`config.mk`:
```
export PLATFORM = sky130hd
export DESIGN_NAME = retime_host_flat
export DESIGN_NICKNAME = d
export VERILOG_FILES = /design/src/common/retimer_pkg.sv /design/src/common/retimer_if.sv /design/src/hdl/bit_fifo.sv /design/src/hdl/retime_host.sv /design/src/flat_wrapper.sv
export SDC_FILE = /design/constraint.sdc
export NUM_CORES = 1
export LEC_CHECK = 0
export ABC_AREA = 1
export BUFFER_PORTS_ARGS = -buffer_cell sky130_fd_sc_hd__buf_2
export CAP_MARGIN = 20
export CORE_MARGIN = 5
export CORE_UTILIZATION = 39
export CTS_BUF_LIST = sky130_fd_sc_hd__clkbuf_4 sky130_fd_sc_hd__clkbuf_8
export DETAILED_ROUTE_END_ITERATION = 16
export PLACE_DENSITY = 0.61
export REMOVE_ABC_BUFFERS = 1
export SYNTH_ARGS = -nofsm -noshare
export SYNTH_HDL_FRONTEND = slang
export SYNTH_SLANG_ARGS = --single-unit
```
`constraint.sdc`:
```
create_clock -name clock -period 2.7 [get_ports clock]
set_input_delay 0.27 -clock clock [delete_from_list [all_inputs] [get_ports clock]]
set_output_delay 0.27 -clock clock [all_outputs]
set_load 0.02 [all_outputs]
```
`src/common/retimer_pkg.sv`:
```
// shared constants and types for the transmit bit retimer and its controller
package retimer_pkg;

    // system clock
    localparam int unsigned CLOCK_HZ       = 200_000_000;
    // reference clock and bit tick
    localparam int unsigned REF_CLOCK_HZ   = 3_579_545;
    localparam int unsigned BIT_TICK_HZ    = 1200;
    // bit tick period in system clocks, rounded down
    localparam int unsigned BIT_TICK_CYCLES = CLOCK_HZ / BIT_TICK_HZ;
    // reference tolerance in parts per thousand
    localparam int unsigned REF_TOL_PPT    = 1;
    // highest rate at which retiming may be used
    localparam int unsigned RETIME_MAX_BPS = 1212;
    // wake delay after sleep mode, in ms
    localparam int unsigned WAKE_DELAY_MS  = 20;
    localparam int unsigned WAKE_DELAY_CYCLES = CLOCK_HZ / 1000 * WAKE_DELAY_MS;
    // bit periods to hold data after leaving retiming
    localparam int unsigned EXIT_HOLD_BITS = 2;
    // strobe high width and data setup time before the strobe rises, used by the controller, in cycles
    localparam int unsigned STROBE_HIGH_CYCLES = 16;
    localparam int unsigned SETUP_CYCLES       = 4;

    // mode select encodings {mode_sel_hi, mode_sel_lo}
    localparam logic [1:0] MODE_TX_150  = 2'h0;
    localparam logic [1:0] MODE_TX_1200 = 2'h1;
    localparam logic [1:0] MODE_TX_5    = 2'h2;
    localparam logic [1:0] MODE_SLEEP   = 2'h3;

    // tone produced by the modulator
    typedef enum logic [2:0] {
        TONE_NONE,
        TONE_0HZ,
        TONE_387HZ,
        TONE_487HZ,
        TONE_1200HZ,
        TONE_2200HZ
    } tone_type;

endpackage

```
`src/common/retimer_if.sv`:
```
// pins between the controller and the transmit retimer
`timescale 1ns/1ps
interface retimer_if;
    logic mode_sel_lo;
    logic mode_sel_hi;
    logic tx_data;
    logic strobe;
    logic bit_req_n;

    modport device (
        input  mode_sel_lo,
        input  mode_sel_hi,
        input  tx_data,
        input  strobe,
        output bit_req_n
    );

    modport host (
        output mode_sel_lo,
        output mode_sel_hi,
        output tx_data,
        output strobe,
        input  bit_req_n
    );
endinterface

```
`src/hdl/bit_fifo.sv`:
```
// parameterised valid/ready fifo
`timescale 1ns/1ps
module bit_fifo #(
    parameter int WIDTH = 1,
    parameter int DEPTH = 32
) (
    input  wire logic             clock,
    input  wire logic             resetn,
    input  wire logic [WIDTH-1:0] in_data,
    input  wire logic             in_valid,
    output logic                  in_ready,
    output logic [WIDTH-1:0]      out_data,
    output logic                  out_valid,
    input  wire logic             out_ready
);
    localparam int AW = $clog2(DEPTH);

    logic [WIDTH-1:0] mem [DEPTH];
    logic [AW-1:0]    wr_reg;
    logic [AW-1:0]    wr_next;
    logic [AW-1:0]    rd_reg;
    logic [AW-1:0]    rd_next;
    logic [AW:0]      count_reg;
    logic [AW:0]      count_next;
    logic             push;
    logic             pop;

    assign in_ready  = (count_reg != (AW+1)'(DEPTH));
    assign out_valid = (count_reg != '0);
    assign out_data  = mem[rd_reg];
    assign push      = in_valid && in_ready;
    assign pop       = out_valid && out_ready;

    // pointer arithmetic with wrap
    always_comb begin
        wr_next    = push ? ((wr_reg == AW'(DEPTH-1)) ? '0 : wr_reg + 1'b1) : wr_reg;
        rd_next    = pop ? ((rd_reg == AW'(DEPTH-1)) ? '0 : rd_reg + 1'b1) : rd_reg;
        count_next = count_reg + (AW+1)'(push) - (AW+1)'(pop);
    end

    always_ff @(posedge clock or negedge resetn) begin
        if (!resetn) begin
            wr_reg    <= '0;
            rd_reg    <= '0;
            count_reg <= '0;
        end else begin
            wr_reg    <= wr_next;
            rd_reg    <= rd_next;
            count_reg <= count_next;
        end
    end

    // storage has no reset; only written entries are read
    always_ff @(posedge clock) begin
        if (push) begin
            mem[wr_reg] <= in_data;
        end
    end
endmodule

```
`src/hdl/retime_host.sv`:
```
// controller end: feeds buffered bits to the retimer, by strobe pulses when retiming and directly otherwise
`timescale 1ns/1ps
module retime_host
    import retimer_pkg::*;
#(
    parameter int unsigned WAKE_CYCLES = WAKE_DELAY_CYCLES,
    parameter int unsigned HOLD_CYCLES = EXIT_HOLD_BITS * BIT_TICK_CYCLES
) (
    input  wire logic        clock,
    input  wire logic        resetn,
    retimer_if.host          pins,
    input  wire logic [1:0]  mode_req,
    input  wire logic        retime_en,
    input  wire logic        bit_data,
    input  wire logic        bit_valid,
    output logic             bit_ready,
    output logic             busy
);
    import retimer_pkg::*;

    typedef enum {IDLE, WAKE, ENTER, WAIT_REQ, SETUP, HIGH, LOW, EXIT} state_type;

    logic      fifo_bit;
    logic      fifo_valid;
    logic      fifo_pop;
    state_type state_reg;
    state_type state_next;
    logic [31:0] cnt_reg;
    logic [31:0] cnt_next;
    logic [1:0]  mode_reg;
    logic [1:0]  mode_next;
    logic        data_reg;
    logic        data_next;
    logic        strobe_reg;
    logic        strobe_next;

    // bits queue here so the producer is stalled while the link paces
    bit_fifo #(.WIDTH(1), .DEPTH(32)) queue (
        .clock     (clock),
        .resetn    (resetn),
        .in_data   (bit_data),
        .in_valid  (bit_valid),
        .in_ready  (bit_ready),
        .out_data  (fifo_bit),
        .out_valid (fifo_valid),
        .out_ready (fifo_pop)
    );

    // ------------------------------------------------------------
    // sequencer
    // ------------------------------------------------------------
    always_comb begin
        state_next  = state_reg;
        cnt_next    = (cnt_reg == 32'h0000_0000) ? cnt_reg : cnt_reg - 32'h0000_0001;
        mode_next   = mode_reg;
        data_next   = data_reg;
        strobe_next = strobe_reg;
        fifo_pop    = 1'b0;
        unique case (state_reg)
            IDLE: begin
                strobe_next = 1'b1;
                if (mode_req != mode_reg) begin
                    mode_next = mode_req;
                    if (mode_reg == MODE_SLEEP) begin
                        state_next = WAKE;
                        cnt_next   = WAKE_CYCLES;
                    end
                end else if (fifo_valid && mode_reg != MODE_SLEEP) begin
                    if (retime_en && mode_reg == MODE_TX_1200) begin
                        state_next = ENTER;
                    end else begin
                        data_next = fifo_bit;  // direct bits, producer sets pace
                        fifo_pop  = 1'b1;
                    end
                end
            end
            WAKE: begin
                if (cnt_reg == 32'h0000_0000) begin
                    state_next = IDLE;
                end
            end
            ENTER: begin
                strobe_next = 1'b0;  // data_reg held steady from here
                state_next  = WAIT_REQ;
            end
            WAIT_REQ: begin
                if (!pins.bit_req_n) begin
                    if (fifo_valid) begin
                        data_next  = fifo_bit;
                        fifo_pop   = 1'b1;
                        state_next = SETUP;
                        cnt_next   = SETUP_CYCLES;
                    end else begin
                        strobe_next = 1'b1;
                        state_next  = EXIT;
                        cnt_next    = HOLD_CYCLES;
                    end
                end
            end
            SETUP: begin
                if (cnt_reg == 32'h0000_0000) begin
                    strobe_next = 1'b1;
                    state_next  = HIGH;
                    cnt_next    = STROBE_HIGH_CYCLES;
                end
            end
            HIGH: begin
                if (cnt_reg == 32'h0000_0000) begin
                    strobe_next = 1'b0;
                    state_next  = LOW;
                end
            end
            LOW: begin
                // wait until the request clears before looking again
                if (pins.bit_req_n) begin
                    state_next = WAIT_REQ;
                end
            end
            EXIT: begin
                if (cnt_reg == 32'h0000_0000) begin
                    state_next = IDLE;
                end
            end
        endcase
    end

    always_ff @(posedge clock or negedge resetn) begin
        if (!resetn) begin
            state_reg  <= IDLE;
            cnt_reg    <= 32'h0000_0000;
            mode_reg   <= MODE_SLEEP;
            data_reg   <= 1'b1;
            strobe_reg <= 1'b1;
            busy       <= 1'b0;
        end else begin
            state_reg  <= state_next;
            cnt_reg    <= cnt_next;
            mode_reg   <= mode_next;
            data_reg   <= data_next;
            strobe_reg <= strobe_next;
            busy       <= (state_next != IDLE);
        end
    end

    assign pins.mode_sel_lo = mode_reg[0];
    assign pins.mode_sel_hi = mode_reg[1];
    assign pins.tx_data     = data_reg;
    assign pins.strobe      = strobe_reg;
endmodule

```
`src/flat_wrapper.sv`:
```
// flat-port wrapper written by rule: the top's interface ports become plain ports
module retime_host_flat import retimer_pkg::*;
#(
    parameter int unsigned WAKE_CYCLES = WAKE_DELAY_CYCLES,
    parameter int unsigned HOLD_CYCLES = EXIT_HOLD_BITS * BIT_TICK_CYCLES
)
  (clock, resetn, mode_req, retime_en, bit_data, bit_valid, bit_ready, busy, pins_mode_sel_lo, pins_mode_sel_hi, pins_tx_data, pins_strobe, pins_bit_req_n);
  retimer_if pins_i ();
  input  wire logic clock;
  input  wire logic resetn;
  input  wire logic [1:0] mode_req;
  input  wire logic retime_en;
  input  wire logic bit_data;
  input  wire logic bit_valid;
  output logic bit_ready;
  output logic busy;
  output wire logic [$bits(pins_i.mode_sel_lo)-1:0] pins_mode_sel_lo;
  output wire logic [$bits(pins_i.mode_sel_hi)-1:0] pins_mode_sel_hi;
  output wire logic [$bits(pins_i.tx_data)-1:0] pins_tx_data;
  output wire logic [$bits(pins_i.strobe)-1:0] pins_strobe;
  input wire logic [$bits(pins_i.bit_req_n)-1:0] pins_bit_req_n;
  assign pins_mode_sel_lo = pins_i.mode_sel_lo;
  assign pins_mode_sel_hi = pins_i.mode_sel_hi;
  assign pins_tx_data = pins_i.tx_data;
  assign pins_strobe = pins_i.strobe;
  assign pins_i.bit_req_n = pins_bit_req_n;
  retime_host #(.WAKE_CYCLES(WAKE_CYCLES), .HOLD_CYCLES(HOLD_CYCLES)) u_core (.clock(clock), .resetn(resetn), .pins(pins_i), .mode_req(mode_req), .retime_en(retime_en), .bit_data(bit_data), .bit_valid(bit_valid), .bit_ready(bit_ready), .busy(busy));
endmodule
```
==> flow_summary.json, run 1 <==
{
  "grt_max_degree": 53,
  "cp_max_fo": 3,
  "dieWidth_um": 143,
  "p_sw_share_pct": 46.5,
  "first_pass_iters": 5,
  "synth_largest_area_cell": "dfrtp_1",
  "cts-htree-levels": 4,
  "synth_edf_count": 32,
  "grt-ovfl-total": 0,
  "synth_most_common_cell": "nor2_1",
  "num_rows": 48,
  "initial_core_util_pct": 39.7,
  "rr_startpoint": "u_core.state_reg[10]",
  "die_h_um": 143,
  "dp.cells": 1155,
  "tightest_slew_ps": 693,
  "pin_count": 14,
  "clkTransAtPathRegs_ps": 80,
  "instances_no_fill": 1195,
  "status": "finished clean",
  "rsz0062_at_grt": "yes",
  "dieArea_um2": 20400,
  "dp_hpwl_mm": 11.4,
  "grtUsageTotal_pct": 16.6,
  "intPower_mw": 4.75,
  "hold_violations": 0,
  "syn2layout_area_growth_pct": 14.8,
  "antenna_found_initial": 0,
  "fin_crit_ps": 2620,
  "ant_nets": 0,
  "finalNetCount": 984,
  "synth_cells": 909,
  "tns_ps": 0,
  "core_area_um2": 17300,
  "placed_area_um2": 7370,
  "worst-r2r-setup-slack_ps": 80,
  "cts.sinks": 117,
  "min_from": "mode_req[1]",
  "numCtsBuffers": 17,
  "yosysTopAreaCellShare_pct": 29.5,
  "synth_cell_types": 40,
  "cts_tree": "built",
  "yosys_warnings": 0,
  "cts.path.max_buffers": 2,
  "fmax_mhz": 381,
  "end_kind": "flop",
  "drive_gt1_share_pct": 12.5,
  "power_mw": 8.87,
  "r2r_end": "u_core.queue.count_reg[4]",
  "detail_route.wl_per_cell_um": 13.7,
  "holdPathStages": 3,
  "p_leak_nw": 4.02,
  "pwr-share-clk_pct": 17.9,
  "wl_mm": 16.3,
  "relSlewSlack_pct": 53.5,
  "vias": 5865,
  "drc_errors": 0,
  "crit_path_start_kind": "flop",
  "seq_power_share_pct": 29.6,
  "power_frac_comb_pct": 52.5,
  "powerDensity_nw_per_um2": 1120,
  "slew_violations": 0,
  "final_area_um2": 7890,
  "ir_worst_vdd_mv": 0.511,
  "skew_ps": 12.2,
  "fillers": 1771,
  "synth_seq_cells": 117,
  "drv_cap": 0,
  "insertion_delay_ps": 440,
  "ys_top_cells_by_count": "nor2_1 (183), nand2_1 (145), inv_1 (138)",
  "routabilityCongestion": 0.863,
  "synthTopCellsByArea": "dfrtp_1 (29%), edfxtp_1 (14%), nor2_1 (10%)",
  "fin_util_pct": 45.6,
  "grt_pass1_wl_mm": 27.0,
  "ys.flop_type": "dfrtp_1",
  "whs_endpoint": "u_core.mode_reg[1]",
  "critical_path_required_ps": 3070,
  "setup_violations": 0,
  "regArea_um2": 3090,
  "netlist_area_um2": 6870,
  "multiInputGateArea_um2": 3230,
  "async_flop_share_pct": 72.6,
  "grt_pass1_vias": 5554,
  "num_antenna_cells": 0,
  "hold_class": "in -> reg",
  "yosysSeqAreaShare_pct": 45.0,
  "vias_per_cell": 4.91,
  "port_buffers": 13,
  "dr.first_iter.drc_count": 326,
  "synth.avg_cell_area_um2": 7.56,
  "critPathKind": "reg -> reg",
  "fin_crit_sh_pct": 97.2,
  "r2r_cells": 18,
  "switchingPower_mw": 4.12,
  "cts-root-buf": "clkbuf_8",
  "crit_arrival_ps": 2990
}
cells by family after synthesis:
group | synth area share, %
flip-flops | 45.0
AO/OA/AOI/OAI | 10.1
AND/OR/NAND/NOR | 28.5
adder cells (fa/ha/maj) | 3.57
buffers and inverters | 9.21
XOR/XNOR | 3.57
final cells by class:
cell class              count  share of cell area, %
flip-flops and latches    117                   39.2
multi-input cells         628                   40.9
well taps                 225                   3.57
inverters                 143                   6.83
clock buffers              18                   3.14
clock inverters            14                   1.71
repair buffers             50                   4.61
metrics by stage:
step | hold slack [ps] | worst slack [ps]
floorplan | -25.6 | -771
global placement | 269 | 69.3
detailed placement | 266 | -11.3
CTS | 40.3 | 15.4
global route | 52.4 | -113
finish | 62.6 | 76.7
cell usage in the layout (no fill, tap or decap), drive strengths merged, types with 2 or more instances in the layout:
cell type / Yosys / layout
o221ai: 8 / 8
o21ai: 53 / 53
nor4: 4 / 4
o21a: 3 / 3
clkinv: 2 / 10
nor2: 188 / 188
nand2: 148 / 148
buf: 8 / 49
xor2: 20 / 20
a21oi: 57 / 57
ha: 18 / 18
clkinvlp: 0 / 3
bufinv: 0 / 2
dfstp: 4 / 4
nand3: 59 / 59
xnor2: 8 / 8
clkbuf: 13 / 18
or2: 4 / 4
nor3: 30 / 30
edfxtp: 32 / 32
inv: 141 / 142
o211ai: 2 / 2
nand4: 21 / 21
dfrtp: 81 / 81
worst max path at each step:
stage               slack (ps)            startpoint                   endpoint
finish                      80  u_core.state_reg[10]  u_core.queue.count_reg[4]
global route              -110  u_core.state_reg[10]  u_core.queue.count_reg[4]
CTS                         20  u_core.state_reg[11]  u_core.queue.count_reg[5]
detailed placement         -10  u_core.state_reg[11]  u_core.queue.count_reg[4]
global placement            70  u_core.state_reg[27]  u_core.queue.count_reg[4]
floorplan                 -770    u_core.mode_reg[1]  u_core.queue.count_reg[4]
what timing repair did:
item                                   4_1_cts  5_1_grt
setup endpoints to repair                    1        4
hold buffers                                 1        0
gates resized for setup                      1       26
endpoints found under the hold margin       31        0
buffers inserted                             0        7
pin swaps                                    0       18
per-layer routing:
layer  track usage, %  share of wire [%]  vias up
li1                 -                  -     3024
met1             22.7                 48     2726
met2             26.7                 47       98
met3             3.58                4.1       17
met4             4.90                1.2        0
met5                0                  0        -
critical path: stages (launching register included):
cell	delay (ps)
dfrtp_1	400
nor2_1	110
nand2_1	90
nor2_4	160
inv_2	60
nor2_4	110
nand2_4	80
nor2_8	80
nand4_1	120
nand2_2	130
ha_4	200
inv_2	60
ha_4	120
inv_2	50
fa_2	340
inv_2	60
a21oi_1	60
o21ai_1	160
xor2_1	160
power groups by stage:
stage,Combinational [mW],Clock [mW],Sequential (mW)
2_1_floorplan,3.17,0,2.61
5_1_grt,5.31,1.71,2.68
6_report,4.66,1.59,2.62
4_1_cts,4.48,1.63,2.61
3_3_place_gp,4.42,0,2.65
3_5_place_dp,4.45,0,2.64
Note: power is estimated with default switching activity, not from simulation.
==> run 2: changes to the inputs <==
Settings changed: BUFFER_PORTS_ARGS -buffer_cell sky130_fd_sc_hd__buf_2 to -buffer_cell sky130_fd_sc_hd__clkbuf_2.
==> run 2 against run 1 <==
  * Non-clock buffer count shrank 1
  * Critical path depth is the same
  * Die area is the same
  * First-iteration DRC count grew 12%
  * Critical endpoint unchanged
  * Via count grew 0.26%
  * Final cell count shrank 0.17%
  * Sequential power is essentially flat
  * Fmax grew 2.3%
  * Global-route usage shrank 0.17 points
==> flow_summary.json, run 2 (same netlist as run 1, synthesis figures left out) <==
{
  "detail_route.wl_per_cell_um": 13.7,
  "regArea_um2": 3090,
  "die_h_um": 143,
  "cp_max_fo": 2,
  "first_pass_iters": 5,
  "dp.cells": 1156,
  "fin_ws_ps": 136,
  "grt_busiest_layer": "met2",
  "crit_path_start_kind": "flop",
  "rsz0062_at_grt": "yes",
  "cts_tree": "built",
  "skew_ps": 11.0,
  "dp_hpwl_mm": 11.5,
  "port_buffers": 13,
  "use_met3_pct": 3.85,
  "intPower_mw": 5.10,
  "fin_crit_ps": 2560,
  "dieWidth_um": 143,
  "vias_per_cell": 4.93,
  "multiInputGateArea_um2": 3230,
  "grtUsageTotal_pct": 16.4,
  "initial_core_util_pct": 39.7,
  "ir_worst_vdd_mv": 0.623,
  "gr-usage-met1_pct": 22.6,
  "final_cell_mix": "nor2_1 (176), nand2_1 (142), inv_1 (134), dfrtp_1 (81), nand3_1 (58)",
  "slew_violations": 0,
  "vias": 5880,
  "critPathKind": "reg -> reg",
  "seq_power_share_pct": 28.5,
  "finalNetCount": 983,
  "pwr-share-clk_pct": 21.3,
  "drc_errors": 0,
  "end_kind": "flop",
  "core_area_um2": 17300,
  "tns_ps": 0,
  "syn2layout_area_growth_pct": 16.0,
  "critical_path_required_ps": 3060,
  "setup_violations": 0,
  "grt_pass1_wl_mm": 26.7,
  "dr.first_iter.drc_count": 364,
  "grt_pass1_vias": 5460,
  "routabilityCongestion": 0.871,
  "cts.path.max_buffers": 2,
  "final_common_cell": "nor2_1",
  "grt_util_met2_pct": 26.6,
  "num_rows": 48,
  "fmax_mhz": 390,
  "tightest_slew_ps": 720,
  "hold_violations": 0,
  "pin_count": 14,
  "power_frac_comb_pct": 50.2,
  "slowest_delay_ps": 380,
  "wl_mm": 16.3,
  "antenna_found_initial": 0,
  "worst-r2r-setup-slack_ps": 140,
  "drive_gt1_share_pct": 12.5,
  "numCtsBuffers": 17,
  "cp_slowest_cell": "dfrtp_1",
  "instances_no_fill": 1193,
  "place_ws_ps": -21.1,
  "fin_crit_sh_pct": 95.0,
  "powerDensity_nw_per_um2": 1160,
  "cts-htree-levels": 4,
  "dieArea_um2": 20400,
  "crit_arrival_ps": 2930,
  "p_sw_share_pct": 44.6,
  "ant_nets": 0,
  "path_cells": "nor2_1 -> nand2_1 -> nor2_2 -> nand2_2 -> nor2_4 -> nand2_4 -> nor2_8 -> nand4_1 -> nand2_2 -> ha_4 -> inv_2 -> ha_4 -> inv_4 -> fa_2 -> inv_2 -> a21oi_2 -> o21ai_1 -> xor2_1",
  "num_antenna_cells": 0,
  "fillers": 1774,
  "cts.sinks": 117,
  "clkTransAtPathRegs_ps": 70,
  "insertion_delay_ps": 440,
  "power_mw": 9.21,
  "grt_max_degree": 53,
  "switchingPower_mw": 4.11,
  "cts-root-buf": "clkbuf_8",
  "p_leak_nw": 4.08,
  "grt-ovfl-total": 0,
  "status": "finished clean",
  "relSlewSlack_pct": 51.6,
  "drv_cap": 0,
  "hold_class": "in -> reg"
}
## run 2: changes by cell type in the layout (fill, tap and decap cells not counted), sizes merged
cell / previous run / this run
clkbuf: 18 / 31
clkinvlp: 3 / 2
inv: 142 / 143
bufinv: 2 / 6
clkinv: 10 / 4
buf: 49 / 36
## run 2: path summary, 6_finish.rpt
| kind | start | end | depth (start not counted) |
|---|---|---|---|
| max in group asynchronous | resetn | u_core.pins.strobe | 3 |
| worst min-delay path | mode_req[1] | u_core.mode_reg[1] | 3 |
| worst max register to register | u_core.state_reg[20] | u_core.queue.count_reg[4] | 18 |
| worst min register to register | u_core.pins.tx_data | u_core.pins.tx_data | 2 |
| worst max-delay path | u_core.state_reg[20] | u_core.queue.count_reg[4] | 18 |
| min in group asynchronous | resetn | u_core.queue.wr_reg[4] | 2 |
## run 2: power by group through the flow
stage / Sequential, mW / Clock (mW) / Combinational [mW]
finish: 2.63 / 1.96 / 4.63
global route: 2.69 / 2.08 / 5.26
CTS: 2.62 / 1.99 / 4.47
detailed placement: 2.64 / 0 / 4.44
global placement: 2.65 / 0 / 4.41
floorplan: 2.61 / 0 / 3.17
## run 2: metrics by stage
step | instance area, um2 | utilization [%] | hold slack (ps)
after floorplan | 6780 | - | -25.6
after global placement | 7370 | 42.6 | 268
after detailed placement | 7370 | 42.6 | 270
after CTS | 7860 | 45.4 | 28.8
after global routing | 7970 | 46.1 | 51.3
final | 7970 | 46.1 | 58.0
## run 2: final cells by class
| class | count | area share (%) |
|---|---|---|
| Multi-Input combinational cell | 628 | 40.5 |
| Inverter | 143 | 6.80 |
| Clock inverter | 12 | 2.84 |
| Timing Repair Buffer | 49 | 4.43 |
| Clock buffer | 19 | 3.12 |
| Sequential cell | 117 | 38.8 |
| Tap cell | 225 | 3.53 |
## run 2: timing repair
action | CTS | global route
gates resized for setup | 1 | 24
endpoints found under the setup margin | 1 | 3
buffers inserted | 0 | 5
pin swaps | 0 | 18
endpoints found under the hold margin | 31 | 0
hold buffers | 1 | 0
## run 2: metal layers
metal	vias up	wire length, um
met4	0	148
met3	13	502
met5	-	0
met2	94	7800
li1	3026	-
met1	2747	7840
## run 2: worst max-delay path: cells and delay by family, from the launching register on
| kind | cells | cell delay (ps) |
|---|---|---|
| AOI/OAI and AO/OA | 2 | 190 |
| xor gates and xnor gates | 1 | 150 |
| adders and majority gates | 3 | 670 |
| buffers and inverters | 3 | 150 |
| DFF | 1 | 380 |
| and+or+nand+nor | 9 | 940 |
